<file path="config.mk">
export PLATFORM = sky130hd
export DESIGN_NAME = rspm_manager
export DESIGN_NICKNAME = d
export VERILOG_FILES = /design/src/hw/rspm_pkg.sv /design/src/hw/rspm_manager.sv /design/src/hw/rspm_sync.sv
export VERILOG_INCLUDE_DIRS = /design/src /design/src/hw
export SDC_FILE = /design/constraint.sdc
export NUM_CORES = 1
export LEC_CHECK = 0
export BUFFER_PORTS_ARGS = -buffer_cell sky130_fd_sc_hd__buf_2
export CAP_MARGIN = 30
export CELL_PAD_IN_SITES_DETAIL_PLACEMENT = 1
export CELL_PAD_IN_SITES_GLOBAL_PLACEMENT = 1
export CORE_ASPECT_RATIO = 1.2
export CORE_MARGIN = 4
export CORE_UTILIZATION = 41
export DETAILED_ROUTE_END_ITERATION = 8
export PLACE_DENSITY = 0.7
export SLEW_MARGIN = 20
export SYNTH_ARGS = -nofsm -noshare
export SYNTH_HDL_FRONTEND = slang
export SYNTH_SLANG_ARGS = --single-unit
export TNS_END_PERCENT = 100
</file>
<file path="constraint.sdc">
create_clock -name ref_clk -period 2.5 [get_ports ref_clk]
set_input_delay 0.125 -clock ref_clk [delete_from_list [all_inputs] [get_ports ref_clk]]
set_output_delay 0.125 -clock ref_clk [all_outputs]
set_load 0.01 [all_outputs]
</file>
<file path="src/hw/rspm_params.svh">
`ifndef RSPM_PARAMS_SVH
`define RSPM_PARAMS_SVH
// =====================================================
// reset state manager constants
// hold count loaded on entry to a reset state; the processor reset is held one cycle more
`define RSPM_HOLD_CYCLES 8'h10
// width of the hold counter
`define RSPM_HOLD_W 8
`endif

</file>
<file path="src/hw/rspm_pkg.sv">
package rspm_pkg;
  // reset states, listed from highest to lowest rank after normal running
  typedef enum logic [2:0] {
    RSPM_RUN,
    RSPM_BACKUP,
    RSPM_WAKEUP,
    RSPM_USER,
    RSPM_WATCHDOG,
    RSPM_SOFTWARE
  } rspm_state_t;
endpackage

</file>
<file path="src/hw/rspm_manager.sv">
`include "rspm_params.svh"

// =====================================================
// reset source priority manager
// Overview of operation
// - rank backup, wake-up, user, watchdog, software; higher rank wins, but the pin cannot pre-empt software or watchdog reset
// - in user reset the watchdog is held reset, so its request is ignored
// - in user reset no software reset request can be taken
// - in software reset a watchdog request pre-empts into watchdog reset
// - in software reset the external reset pin has no effect
// - in watchdog reset the processor reset output stays asserted
// - in watchdog reset software reset requests are not accepted
// - in watchdog reset the external pin cannot enter user reset
module rspm_manager
  import rspm_pkg::*;
(
  // clock and reset
  input wire logic ref_clk,
  input wire logic reset,
  // reset requests
  input wire logic backup_req,
  input wire logic wakeup_req,
  input wire logic external_reset_pin_n,
  input wire logic watchdog_req,
  input wire logic software_req,
  // processor reset and state
  output logic proc_reset_n,
  output logic [2:0] reset_state
);
  rspm_state_t state_reg;
  rspm_state_t state_next;
  logic [`RSPM_HOLD_W-1:0] hold_reg;
  logic pin_n_sync;
  // bit 0 backup, bit 1 wake-up, both after two flops
  logic [1:0] back_raw;
  logic [1:0] back_sync;
  logic user_req;

  // pins and other domains pass two flops before use
  // the pin idles high, so its synchroniser shows high until it has filled
  rspm_sync u_pin_sync (
    .ref_clk(ref_clk),
    .reset(reset),
    .async_in(external_reset_pin_n),
    .rst_val(1'b1),
    .sync_out(pin_n_sync)
  );

  // backup and wake-up come from the always-on side, also synchronised;
  // both idle low, so their synchronisers show low until filled
  assign back_raw = {wakeup_req, backup_req};

  genvar gi;
  generate
    for (gi = 0; gi < 2; gi++) begin : g_back_sync
      rspm_sync u_sync (
        .ref_clk(ref_clk),
        .reset(reset),
        .async_in(back_raw[gi]),
        .rst_val(1'b0),
        .sync_out(back_sync[gi])
      );
    end
  endgenerate

  assign user_req = ~pin_n_sync;

  // rank of a state; lower number is stronger
  function automatic logic [2:0] rank(input rspm_state_t s);
    unique case (s)
      RSPM_BACKUP: rank = 3'h1;
      RSPM_WAKEUP: rank = 3'h2;
      RSPM_USER: rank = 3'h3;
      RSPM_WATCHDOG: rank = 3'h4;
      RSPM_SOFTWARE: rank = 3'h5;
      RSPM_RUN: rank = 3'h7;
      default: rank = 3'h7;
    endcase
  endfunction

  // next state: strongest request that the current state lets in
  // the branches are ordered by rank, so a weaker source can never mask a
  // stronger one; the processor-side sources are gated by proc_reset_n, save a
  // watchdog request in software reset, because a core or watchdog held in reset
  // cannot raise them, and a stale level from before the hold must not slip in afterwards
  always_comb begin
    state_next = state_reg;
    if (back_sync[0]) begin
      state_next = RSPM_BACKUP;
    end else if (back_sync[1] && rank(state_reg) > 3'h2) begin
      state_next = RSPM_WAKEUP;
    end else if (user_req && rank(state_reg) > 3'h3 &&
                 state_reg != RSPM_SOFTWARE && state_reg != RSPM_WATCHDOG) begin
      // pin ignored in software and watchdog reset
      state_next = RSPM_USER;
    end else if (watchdog_req && proc_reset_n && rank(state_reg) > 3'h4) begin
      // watchdog is itself in reset while the processor is held, save in software reset
      state_next = RSPM_WATCHDOG;
    end else if (software_req && proc_reset_n && state_reg == RSPM_RUN) begin
      state_next = RSPM_SOFTWARE;
    end else if (state_reg == RSPM_SOFTWARE && watchdog_req) begin
      state_next = RSPM_WATCHDOG;
    end else if (state_reg != RSPM_RUN && hold_reg == '0 &&
                 !(state_reg == RSPM_USER && user_req)) begin
      state_next = RSPM_RUN;
    end
  end

  // state register
  // reset lands in running; the output flop keeps the processor held meanwhile
  always_ff @(posedge ref_clk or posedge reset) begin
    if (reset) begin
      state_reg <= RSPM_RUN;
    end else begin
      state_reg <= state_next;
    end
  end

  // hold counter restarts on every entry into a reset state
  // a pre-empting source restarts the full hold, trading a longer reset
  // for a guaranteed minimum width of every processor reset pulse
  always_ff @(posedge ref_clk or posedge reset) begin
    if (reset) begin
      hold_reg <= '0;
    end else if (state_next != state_reg && state_next != RSPM_RUN) begin
      hold_reg <= `RSPM_HOLD_CYCLES;
    end else if (hold_reg != '0) begin
      hold_reg <= hold_reg - 1'b1;
    end
  end

  // outputs straight from flops; reset asserts processor reset
  // driven from state_next so they move on the same edge as state_reg
  always_ff @(posedge ref_clk or posedge reset) begin
    if (reset) begin
      proc_reset_n <= 1'b0;
      reset_state <= 3'h0;
    end else begin
      proc_reset_n <= (state_next == RSPM_RUN);
      reset_state <= state_next;
    end
  end
endmodule

</file>
<file path="src/hw/rspm_sync.sv">
// =====================================================
// two flip-flop synchroniser for pin inputs
module rspm_sync
  import rspm_pkg::*;
(
  // clock and reset
  input wire logic ref_clk,
  input wire logic reset,
  // level in and out
  input wire logic async_in,
  input wire logic rst_val,
  output logic sync_out
);
  logic meta_reg;
  logic sync_reg;
  logic [1:0] fill_reg;

  // first stage is read only by the second stage
  always_ff @(posedge ref_clk or posedge reset) begin
    if (reset) begin
      meta_reg <= 1'b0;
      sync_reg <= 1'b0;
    end else begin
      meta_reg <= async_in;
      sync_reg <= meta_reg;
    end
  end

  // counts the two edges the stages need to fill after reset
  always_ff @(posedge ref_clk or posedge reset) begin
    if (reset) begin
      fill_reg <= 2'h0;
    end else if (fill_reg != 2'h2) begin
      fill_reg <= fill_reg + 2'h1;
    end
  end

  // show the idle level until the stages hold a real sample, so no false request follows reset
  assign sync_out = (fill_reg == 2'h2) ? sync_reg : rst_val;
endmodule

</file>
---- Word level (Yosys, flattened, before mapping) ----
Cells that the tools add are included.
storage, ports and cells
  input bits .............................. 7
  output and inout port bits .............. 4
  flip-flop bits (word level) ............. 24
cells by class
  equality and inequality tests ........... 14
  bitwise logic cells ..................... 1
  magnitude comparators ................... 3
  reductions and logical operators ........ 21
  muxes and demuxes ....................... 19
  add/sub/neg operators ................... 4
operators with widths
  kind                                                                   count
  3-bit 2-to-1 mux                                                       13
  8-bit 2-to-1 mux                                                       2
  3-bit case mux with 5 select lines                                     1
  1-bit logical AND                                                      13
  8-bit zero test                                                        1
  8-bit nonzero test                                                     1
  8-bit by 1-bit subtractor with 8-bit output (second input constant)    1
  2-bit by 1-bit adder with 2-bit output (second input constant)         3
  2-bit == test (second input constant)                                  3
  3-bit by 2-bit == test with 1-bit output (second input constant)       2
  3-bit == test (second input constant)                                  2
  3-bit by 2-bit > comparator with 1-bit output (second input constant)  2
  3-bit zero test                                                        2
  2-bit inequality test (second input constant)                          3
  3-bit inequality test (second input constant)                          2
  3-bit nonzero test                                                     2
  3-bit by 1-bit == test with 1-bit output (second input constant)       1
  3-bit > comparator (second input constant)                             1
  1-bit 2-to-1 mux                                                       3
  3-bit inequality test                                                  1
  2-bit nonzero test                                                     1
  1-bit zero test                                                        1
  1-bit NOT                                                              1

---- Logic depth before layout (Yosys ltp) ----
Gate-level depths: netlist of run 1.
  depth after elaboration ................. 23
  gate-level depth with buffers ........... 8
  gate-level depth less buffers ........... 8

---- Cells and area by module ----
A second synthesis of run 1 with hierarchy kept.
unflattened totals
  cells, all modules ...................... 141
  area total of the unflattened synthesis .. 1436.4 sq um
modules (own cells, without submodules)
  module        cells each  seq. area each (sq um)  area an instance (sq um)  times used
  rspm_manager  108         300.3                   963.4                     1
  rspm_sync     11          100.1                   157.7                     3

---- Least setup slack after synthesis of run 1 ----
No wires, ideal clock.
  path type ............................... register to register
  from .................................... reg hold_reg[0]
  to ...................................... reg hold_reg[4]
  path buffers ............................ 0
  stages on the path, launching flop included .. 9
  setup slack ............................. 101 ps
  clock period less this slack ............ 2399 ps
  setup time .............................. 124 ps
  data required time ...................... 2376 ps
  arrival time ............................ 2275 ps
  cells stage by stage .................... dfrtp_1 inv_1 ha_1 or3b_2 or2_4 a221oi_4 o211ai_2 o22a_4 a211o_1
between the ends
  cells in the longest elaborated chain, start to end .. 13
  elaborated cells on any way between the ends .. 18
  classes of those cells .................. add/sub (1); eq/ne (1); mux (9); reduce/logical (7)
RTL lines
  what                                                         RTL line             RTL
  start, declared                                              rspm_manager.sv:32   logic [`RSPM_HOLD_W-1:0] hold_reg;
  start signal, assigned                                       rspm_manager.sv:126  hold_reg <= `RSPM_HOLD_CYCLES;
  start signal, assigned                                       rspm_manager.sv:128  hold_reg <= hold_reg - 1'b1;
  8-bit zero test                                              rspm_manager.sv:103  end else if (state_reg != RSPM_RUN && hold_reg == '0 &&
  1-bit logical AND (2 in a row)                               rspm_manager.sv:103
  3-bit 2-to-1 mux                                             rspm_manager.sv:103
  3-bit 2-to-1 mux                                             rspm_manager.sv:101  end else if (state_reg == RSPM_SOFTWARE && watchdog_req) begin
  3-bit 2-to-1 mux                                             rspm_manager.sv:99   end else if (software_req && proc_reset_n && state_reg == RSPM_RUN) begin
  3-bit 2-to-1 mux                                             rspm_manager.sv:96   end else if (watchdog_req && proc_reset_n && rank(state_reg) > 3'h4) begin
  3-bit 2-to-1 mux                                             rspm_manager.sv:92   end else if (user_req && rank(state_reg) > 3'h3 &&
  3-bit 2-to-1 mux                                             rspm_manager.sv:90   end else if (back_sync[1] && rank(state_reg) > 3'h2) begin
  3-bit 2-to-1 mux                                             rspm_manager.sv:88   if (back_sync[0]) begin
  3-bit inequality test or 3-bit nonzero test (tied branches)  rspm_manager.sv:125  end else if (state_next != state_reg && state_next != RSPM_RUN) begin
  1-bit logical AND                                            rspm_manager.sv:125
  8-bit 2-to-1 mux or 2-bit nonzero test (tied branches)       -
Parallel ways exist; a longest one is shown, timed or not. The select of a mux whose other input is x is not followed.
A chain may end at the register's enable or synchronous reset.

---- Worst setup path after layout of run 1 ----
  from .................................... reg hold_reg[1]
  to ...................................... reg hold_reg[4]
Same word-level chain as after synthesis.

==> results.yml, run 1 <==
run_status:
  status: "finished clean"
placed_design:
  preCtsSetupSlack_ns: 0.009573
  dpl.hpwl_mm: 2.420
  routabilityCongestion: 0.8394
  numPortBuffers: 10
  place_area_mm2: 0.001489
global_route:
  grtUsageTotal_pct: 16.43
  grt_overflow: 0
  grt_pass1_wl_mm: 5.299
  grt_max_degree: 25
  antenna_found_initial: 0
  grt_pass1_vias: 1176
routing:
  drc: 0
  wirelength_mm: 3.307
  wire_per_inst_um: 16.87
  ant_nets: 0
  vias: 1089
  viasPerCell: 5.556
  firstDrtPassIters: 3
  drt_iter0_drc: 33
timing:
  fmax_mhz: 411.4
  maxSlewViolCount: 0
  hold_viol: 0
  rsz0062_at_grt: "true"
  slew_headroom_pct: 75.06
  period_share_pct: 97.22
  fin_crit_ns: 2.431
  hold_slack_ns: 0.2388
  finalSetupViolCount: 0
  tightestPinTransition_ns: 0.3707
  clock_skew_ns: 0.007177
  setup_ws_ns: 0.06948
  fin_tns_setup_ns: 0
clock_tree:
  cts_max_level: 1
  cts_tree: "built"
  cts_made_buffers: 3
  clkSlewWorstSetupHoldPaths_ns: 0.13
  cts-root-buf: "clkbuf_4"
  clkLatencyLatePin_ns: 0.31
  cts_sinks: 24
  clock_path_buffers: 2
synthesis:
  ys.flop_type: "dfrtp_1"
  synth_edf_count: 0
  synth_commonest_cells: "dfrtp_1 (24), inv_1 (11), nor2_1 (9), a211oi_1 (7), nand2_1 (7)"
  netlist_area_mm2: 0.001318
  synthArstFlopShare_pct: 100.0
  ys_top_cells_by_area: "dfrtp_1 (46%), ha_1 (4.7%), a211oi_1 (4.0%)"
  synth_nets: 138
  synth.most_common_cell: "dfrtp_1"
  avgSynthCellArea_um2: 10.46
  ys_warn_count: 0
  ys_seq_area_share_pct: 45.58
  synthCells: 126
  yosysTopAreaCell: "dfrtp_1"
  synth_seq_cells: 24
  synth_top_area_share_pct: 45.58
  synth_cell_types: 44
die:
  die_w_um: 59.75
  io_pins: 11
  start_util_pct: 42.74
  die_height_um: 70.10
  die_area_mm2: 0.004188
  rows: 22
  core_area_mm2: 0.003083
power_and_ir_drop:
  pwr-share-seq_pct: 33.3
  p_comb_share_pct: 49.7
  p_leak_nw: 0.8079
  p_sw_mw: 0.5826
  pwr-share-clk_pct: 17.1
  ir_drop_mv: 0.6326
  powerDensity_mw_per_mm2: 960.4
  intPower_mw: 1.034
  swShare_pct: 36.05
worst_setup_path:
  end_kind: "flip-flop"
  setup.worst_path.class: "reg2reg"
  cp-start-kind: "flip-flop"
  r2r_slack_ns: 0.07
  cp.arrival_ns: 2.64
  cp.required_ns: 2.71
  worstPathMaxFanout: 8
cells_and_area:
  area_delta_synth_final_pct: 27.73
  diodes: 0
  largest_reg_flops: 8
  fillers: 350
  post-route-util_pct: 54.59
  final_area_mm2: 0.001683
  final_nets: 173
  layout-drive-gt1-share_pct: 33.13
run:
  maxCapViolCount: 0
worst_hold_path:
  min-delay-path-class: "in2async"
[cell usage in the layout, fill, tap and decap left out, drive strengths merged, types with 3 or more instances in the layout]
| cell type | synthesis | routed |
|---|---|---|
| xnor2 | 6 | 6 |
| ha | 5 | 5 |
| clkbuf | 1 | 3 |
| inv | 11 | 11 |
| nor2 | 10 | 10 |
| a21oi | 3 | 3 |
| mux2i | 4 | 4 |
| dfrtp | 24 | 24 |
| buf | 2 | 29 |
| o21bai | 3 | 3 |
| dlygate4sd3 | 0 | 4 |
| nor4 | 4 | 4 |
| a211oi | 7 | 7 |
| nand2 | 7 | 7 |
| nor3 | 5 | 5 |
[logic make-up after synthesis]
family / after synthesis / synth area share [%]
mux: 5 / 3.894
buf+inv: 14 / 4.178
fa+ha+maj: 5 / 4.748
xor+xnor: 7 / 4.653
simple gates: 41 / 17.38
compound gates: 30 / 19.56
flops: 24 / 45.58
[power groups by stage]
stage | sequential, mW | clock [mW] | combinational [mW]
after floorplan | 0.519 | 0 | 0.442
after global placement | 0.533 | 0 | 0.641
after detailed placement | 0.541 | 0 | 0.653
after CTS | 0.534 | 0.286 | 0.676
after global routing | 0.547 | 0.298 | 0.892
final | 0.538 | 0.276 | 0.803
[layout make-up]
type                    instances  area [um^2]  area share (%)
flip-flops and latches         24        601.8           35.76
clock inverters                 1        30.03           1.784
well taps                      36        45.04           2.677
inverters                      11        41.29           2.454
multi-input cells              88        701.9           41.71
clock buffers                   3        22.52           1.338
repair buffers                 33        240.2           14.28
[worst max-delay path: stages (launching register included)]
cell	delay, ns
dfrtp_1	0.42
inv_2	0.09
ha_4	0.14
or3b_4	0.37
or2_4	0.27
a221oi_4	0.28
o211ai_2	0.17
o22a_4	0.30
a211o_1	0.29
[final timing paths]
check	start	to	cells after the start
max in group asynchronous	reset	reset_state[1]	4
hold / removal	reset	g_back_sync[1].u_sync.fill_reg[0]	3
setup reg to reg	hold_reg[1]	hold_reg[4]	8
hold reg to reg	g_back_sync[0].u_sync.meta_reg	g_back_sync[0].u_sync.sync_reg	0
setup / recovery	hold_reg[1]	hold_reg[4]	8
min in group ref_clk	watchdog_req	proc_reset_n	4
[through the flow]
| stage | instances | total power [mW] |
|---|---|---|
| detailed placement | 181 | 1.194 |
| finish | 196 | 1.616 |
| global route | 196 | 1.737 |
| floorplan | 126 | 0.9609 |
| global placement | 181 | 1.174 |
| CTS | 188 | 1.495 |
[metal layers]
metal / share of wire [%] / vias to the layer above / wire [um] / track usage, %
li1: - / 527 / - / -
met1: 41 / 542 / 1353 / 19.91
met2: 55 / 14 / 1817 / 28.00
met3: 1.8 / 6 / 59 / 1.294
met4: 2.3 / 0 / 76 / 8.374
met5: 0 / - / 0 / 0
[timing repair]
item                                    4_1_cts  5_1_grt
hold buffers                                  3        1
resized for setup                             2        9
endpoints found under the hold margin         3       24
gates cloned                                  0        0
endpoints found under the setup margin        2        8
pin swaps                                     0        3
setup buffers                                 0        6
Power figures use the tool's default switching activity.
==> run 2: changes to the inputs <==
--- a/config.mk
+++ b/config.mk
@@ -14,7 +14,7 @@
 export CORE_MARGIN = 4
 export CORE_UTILIZATION = 41
 export DETAILED_ROUTE_END_ITERATION = 8
-export PLACE_DENSITY = 0.7
+export PLACE_DENSITY_LB_ADDON = 0.1
 export SLEW_MARGIN = 20
 export SYNTH_ARGS = -nofsm -noshare
 export SYNTH_HDL_FRONTEND = slang
==> run 2 against run 1 <==
Compared with the run above:
- clock-buffer cell count stayed put
- non-clock buffer count decreased by 4
- clock skew is 0.0032 ns lower
- sequential share of layout area decreased by 0.36 points
==> results.yml, run 2 (same netlist as run 1, synthesis figures left out) <==
timing:
  maxSlewViolCount: 0
  fmax_mhz: 409.0
  tightestPinTransition_ns: 0.5251
  fin_crit_ns: 2.445
  slew_headroom_pct: 64.72
  finalSetupViolCount: 0
  clock_skew_ns: 0.003988
  period_share_pct: 97.79
  rsz0062_at_grt: "true"
  setup_ws_ns: 0.05517
  hold_viol: 0
power_and_ir_drop:
  total_power_mw: 1.623
  p_leak_nw: 0.7938
  powerDensity_mw_per_mm2: 956.7
  ir_drop_mv: 0.4520
routing:
  drc: 0
  firstDrtPassIters: 4
  drt_iter0_drc: 28
  vias: 1033
  wirelength_mm: 3.144
  wire_per_inst_um: 16.38
  viasPerCell: 5.380
  ant_nets: 0
cells_and_area:
  diodes: 0
  post-route-util_pct: 55.03
  multiInputGateArea_um2: 734.5
  largest_reg_flops: 8
  final_common_cell: "dfrtp_1"
  area_delta_synth_final_pct: 28.78
  regArea_um2: 600.6
  final_nets: 169
  layout-drive-gt1-share_pct: 32.69
  fillers: 353
  final_cell_mix: "dfrtp_1 (24), buf_4 (14), buf_2 (10)"
die:
  die_height_um: 70.10
  die_area_mm2: 0.004188
  io_pins: 11
  die_w_um: 59.75
  core_area_mm2: 0.003083
  rows: 22
  start_util_pct: 42.74
placed_design:
  numPortBuffers: 10
  preCtsSetupSlack_ns: 0.04123
  routabilityCongestion: 0.8010
  dpl.hpwl_mm: 2.295
worst_hold_path:
  min_from: "watchdog_req"
  min-delay-path-class: "in2reg"
  min_to: "reset_state[2]"
  whs_path_depth: 3
global_route:
  grt_pass1_vias: 1060
  grt_overflow: 0
  grtUsageTotal_pct: 15.89
  antenna_found_initial: 0
  grt_max_degree: 25
  grt_pass1_wl_mm: 5.023
clock_tree:
  cts-root-buf: "clkbuf_4"
  cts_tree: "built"
  cts_made_buffers: 3
  clock_path_buffers: 2
  cts_sinks: 24
  cts_max_level: 1
  clkLatencyLatePin_ns: 0.32
  clkSlewWorstSetupHoldPaths_ns: 0.13
worst_setup_path:
  r2r_slack_ns: 0.06
  setup.worst_path.class: "reg2reg"
  cp.required_ns: 2.72
  regToRegEndpoint: "hold_reg[4]"
  cp-start-kind: "flip-flop"
  reg2reg_from: "hold_reg[0]"
  worstPathMaxFanout: 8
  path_cells: "inv_2 -> ha_4 -> or3b_4 -> or2_4 -> a221oi_4 -> o211ai_4 -> o22a_4 -> a211o_1"
  r2r_cells: 8
  end_kind: "flip-flop"
  crit_slowest_cell: "dfrtp_1"
  crit_start: "hold_reg[0]"
  cp.arrival_ns: 2.67
  critPathMaxStageDelay_ns: 0.43
run_status:
  status: "finished clean"
run:
  maxCapViolCount: 0
[run 2: worst max-delay path, delay by kind of cell (launching register included)]
| kind | cells | cell delay [ns] |
|---|---|---|
| adders and majority gates | 1 | 0.13 |
| AOI/OAI and AO/OA | 4 | 1.05 |
| DFF | 1 | 0.43 |
| and+or+nand+nor | 2 | 0.66 |
| buffers and inverters | 1 | 0.09 |
[run 2: cell type report]
type	count	area share (%)
well taps	36	2.655
multi-input cells	88	43.29
flip-flops and latches	24	35.40
repair buffers	29	13.13
clock inverters	1	1.770
inverters	11	2.434
clock buffers	3	1.327
[run 2: worst max-delay path by stage]
stage                  endpoint  slack (ns)  depth (start not counted)
floorplan           hold_reg[4]        0.10                          8
global placement    hold_reg[4]         0.1                          8
detailed placement  hold_reg[4]        0.04                          8
CTS                 hold_reg[4]       0.003                          8
global route        hold_reg[4]       -0.06                          8
finish              hold_reg[4]        0.06                          8
[run 2: per-layer routing]
metal	up-vias	GRT usage [%]	routed length, um
met5	-	0	0
met4	0	5.172	54
met3	6	3.327	66
met2	9	27.76	1761
met1	508	18.66	1262
li1	510	-	-
[run 2: where the power goes]
part	leakage, nW	switching [mW]	internal, mW
clock network	0.0279	0.120	0.162
registers	0.290	0.0708	0.460
logic	0.476	0.397	0.414
[run 2: stage by stage]
step	hold WS, ns	TNS, ns	cells	instance area (um^2)
final	0.2121	0	192	1697
after global routing	0.2075	-0.1813	192	1697
after CTS	0.01147	0	188	1572
after detailed placement	0.2357	0	181	1489
after global placement	0.2329	0	181	1489
after floorplan	0.1396	0	126	1318
[run 2: what timing repair did]
item,in CTS,in global routing
endpoints found under the setup margin,0,8
endpoints found under the hold margin,3,8
buffers inserted,0,3
resized for setup,0,15
hold buffers,3,1
==> run 3: changes to the inputs <==
==> constraint.sdc (replaced) <==
create_clock -name ref_clk -period 2.5 [get_ports ref_clk]
set_input_delay 0.5 -clock ref_clk [delete_from_list [all_inputs] [get_ports ref_clk]]
set_output_delay 0.5 -clock ref_clk [all_outputs]
set_load 0.01 [all_outputs]
==> run 3 against run 2 <==
Compared with the run above:
- final cell count decreased by 2.1%
- power about the same
- fmax about the same
- sequential power about the same
- register-to-register slack about the same
- first-iteration DRC count decreased by 7.1%
- critical path type unchanged
- critical endpoint unchanged
==> results.yml, run 3 (same netlist as run 1, synthesis figures left out) <==
run_status:
  status: "finished clean"
clock_tree:
  cts_tree: "built"
  cts_hold_buffers: 0
  clkSlewWorstSetupHoldPaths_ns: 0.14
  cts_sinks: 24
  cts-root-buf: "clkbuf_4"
  clkLatencyLatePin_ns: 0.32
  cts_max_level: 1
  clock_path_buffers: 2
  cts_made_buffers: 3
timing:
  fin_tns_setup_ns: 0
  hold_viol: 0
  tightestPinTransition_ns: 0.5250
  fmax_mhz: 408.7
  finalSetupViolCount: 0
  fin_crit_ns: 2.447
  maxSlewViolCount: 0
  rsz0062_at_grt: "true"
  setup_ws_ns: 0.05340
  slew_headroom_pct: 64.73
  clock_skew_ns: 0.008097
  period_share_pct: 97.86
placed_design:
  preCtsSetupSlack_ns: 0.04123
  dpl.hpwl_mm: 2.295
  routabilityCongestion: 0.8010
  place_area_mm2: 0.001489
  place_inst: 181
  numPortBuffers: 10
cells_and_area:
  final_nets: 165
  diodes: 0
  layout-drive-gt1-share_pct: 33.55
  area_delta_synth_final_pct: 25.74
  final_cell_mix: "dfrtp_1 (24), buf_4 (14), buf_2 (10)"
  final_area_mm2: 0.001657
  largest_reg_flops: 8
  fin_cells: 188
  fillers: 353
  final_common_cell: "dfrtp_1"
  post-route-util_pct: 53.73
die:
  rows: 22
  die_w_um: 59.75
  die_height_um: 70.10
  io_pins: 11
  core_area_mm2: 0.003083
  die_area_mm2: 0.004188
  start_util_pct: 42.74
worst_setup_path:
  crit_family: "compound AO/OA/AOI/OAI gates"
  worstPathMaxFanout: 8
  crit_buf_inv: 1
  cp.required_ns: 2.73
  critPathMaxStageDelay_ns: 0.43
  end_kind: "flip-flop"
  cp-start-kind: "flip-flop"
  cp.arrival_ns: 2.67
  path_cells: "inv_2 -> ha_4 -> or3b_4 -> or2_4 -> a221oi_4 -> o211ai_4 -> o22a_4 -> a211o_1"
  crit_slowest_cell: "dfrtp_1"
  setup.worst_path.class: "reg2reg"
routing:
  drt_iter0_drc: 26
  firstDrtPassIters: 4
  wire_per_inst_um: 16.55
  ant_nets: 0
  wirelength_mm: 3.112
  vias: 1018
  viasPerCell: 5.415
  drc: 0
run:
  maxCapViolCount: 0
power_and_ir_drop:
  powerDensity_mw_per_mm2: 978.9
  ir_drop_mv: 0.4540
  p_leak_nw: 0.7771
global_route:
  grt_max_degree: 25
  grt_pass1_wl_mm: 4.961
  grtUsageTotal_pct: 15.67
  grt_pass1_vias: 1049
  grt_overflow: 0
  antenna_found_initial: 0
worst_hold_path:
  min-delay-path-class: "in2async"
-- run 3: changes by cell type in the layout (fill, tap and decap cells not counted), sizes merged --
cell and delta:
dlygate4sd3 -4
-- run 3: worst paths after layout --
check                      cells after the start                             end                            from  slack (ns)
setup / recovery                               8                     hold_reg[4]                     hold_reg[0]        0.05
hold / removal                                 2  g_back_sync[0].u_sync.meta_reg                           reset        0.15
setup reg to reg                               8                     hold_reg[4]                     hold_reg[0]        0.05
hold reg to reg                                0  g_back_sync[0].u_sync.sync_reg  g_back_sync[0].u_sync.meta_reg        0.37
max in group asynchronous                      3             u_pin_sync.sync_reg                           reset        1.93
min in group ref_clk                           1  g_back_sync[1].u_sync.meta_reg                      wakeup_req        0.28
-- run 3: per-stage QoR --
stage	total power [mW]	hold WS (ns)
6_report	1.622	0.1487
5_1_grt	1.745	0.1563
4_1_cts	1.487	0.2574
3_5_place_dp	1.194	0.3387
3_3_place_gp	1.182	0.3365
2_1_floorplan	0.9609	0.3312
-- run 3: repair_timing --
action | CTS | global route
gates resized for setup | 0 | 15
setup endpoints to repair | 0 | 8
setup buffers | 0 | 3
-- run 3: worst register-to-register path, cell delays in order (launching register included) --
cell	delay (ns)
dfrtp_1	0.43
inv_2	0.09
ha_4	0.13
or3b_4	0.37
or2_4	0.29
a221oi_4	0.31
o211ai_4	0.15
o22a_4	0.33
a211o_1	0.27
-- run 3: power breakdown --
group          leakage (nW)  switching [mW]  internal, mW  total (mW)
combinational         0.460           0.396         0.410       0.806
sequential            0.290          0.0708         0.460       0.531
clock                0.0279           0.123         0.162       0.285
total                 0.777           0.590          1.03        1.62
-- run 3: area by class of cell --
class	instances	area [um^2]	share of cell area, %
Clock buffer	3	22.52	1.360
Clock inverter	1	30.03	1.813
Inverter	11	41.29	2.492
Multi-Input combinational cell	88	734.5	44.34
Sequential cell	24	600.6	36.25
Tap cell	36	45.04	2.719
Timing Repair Buffer	25	182.7	11.03
-- run 3: routing by layer --
metal | global-route usage (%) | up-vias | share of wire (%)
met4 | 5.172 | 0 | 1.8
met3 | 3.327 | 6 | 2.2
met5 | 0 | - | 0
li1 | - | 502 | -
met2 | 27.16 | 9 | 56
met1 | 18.54 | 501 | 40
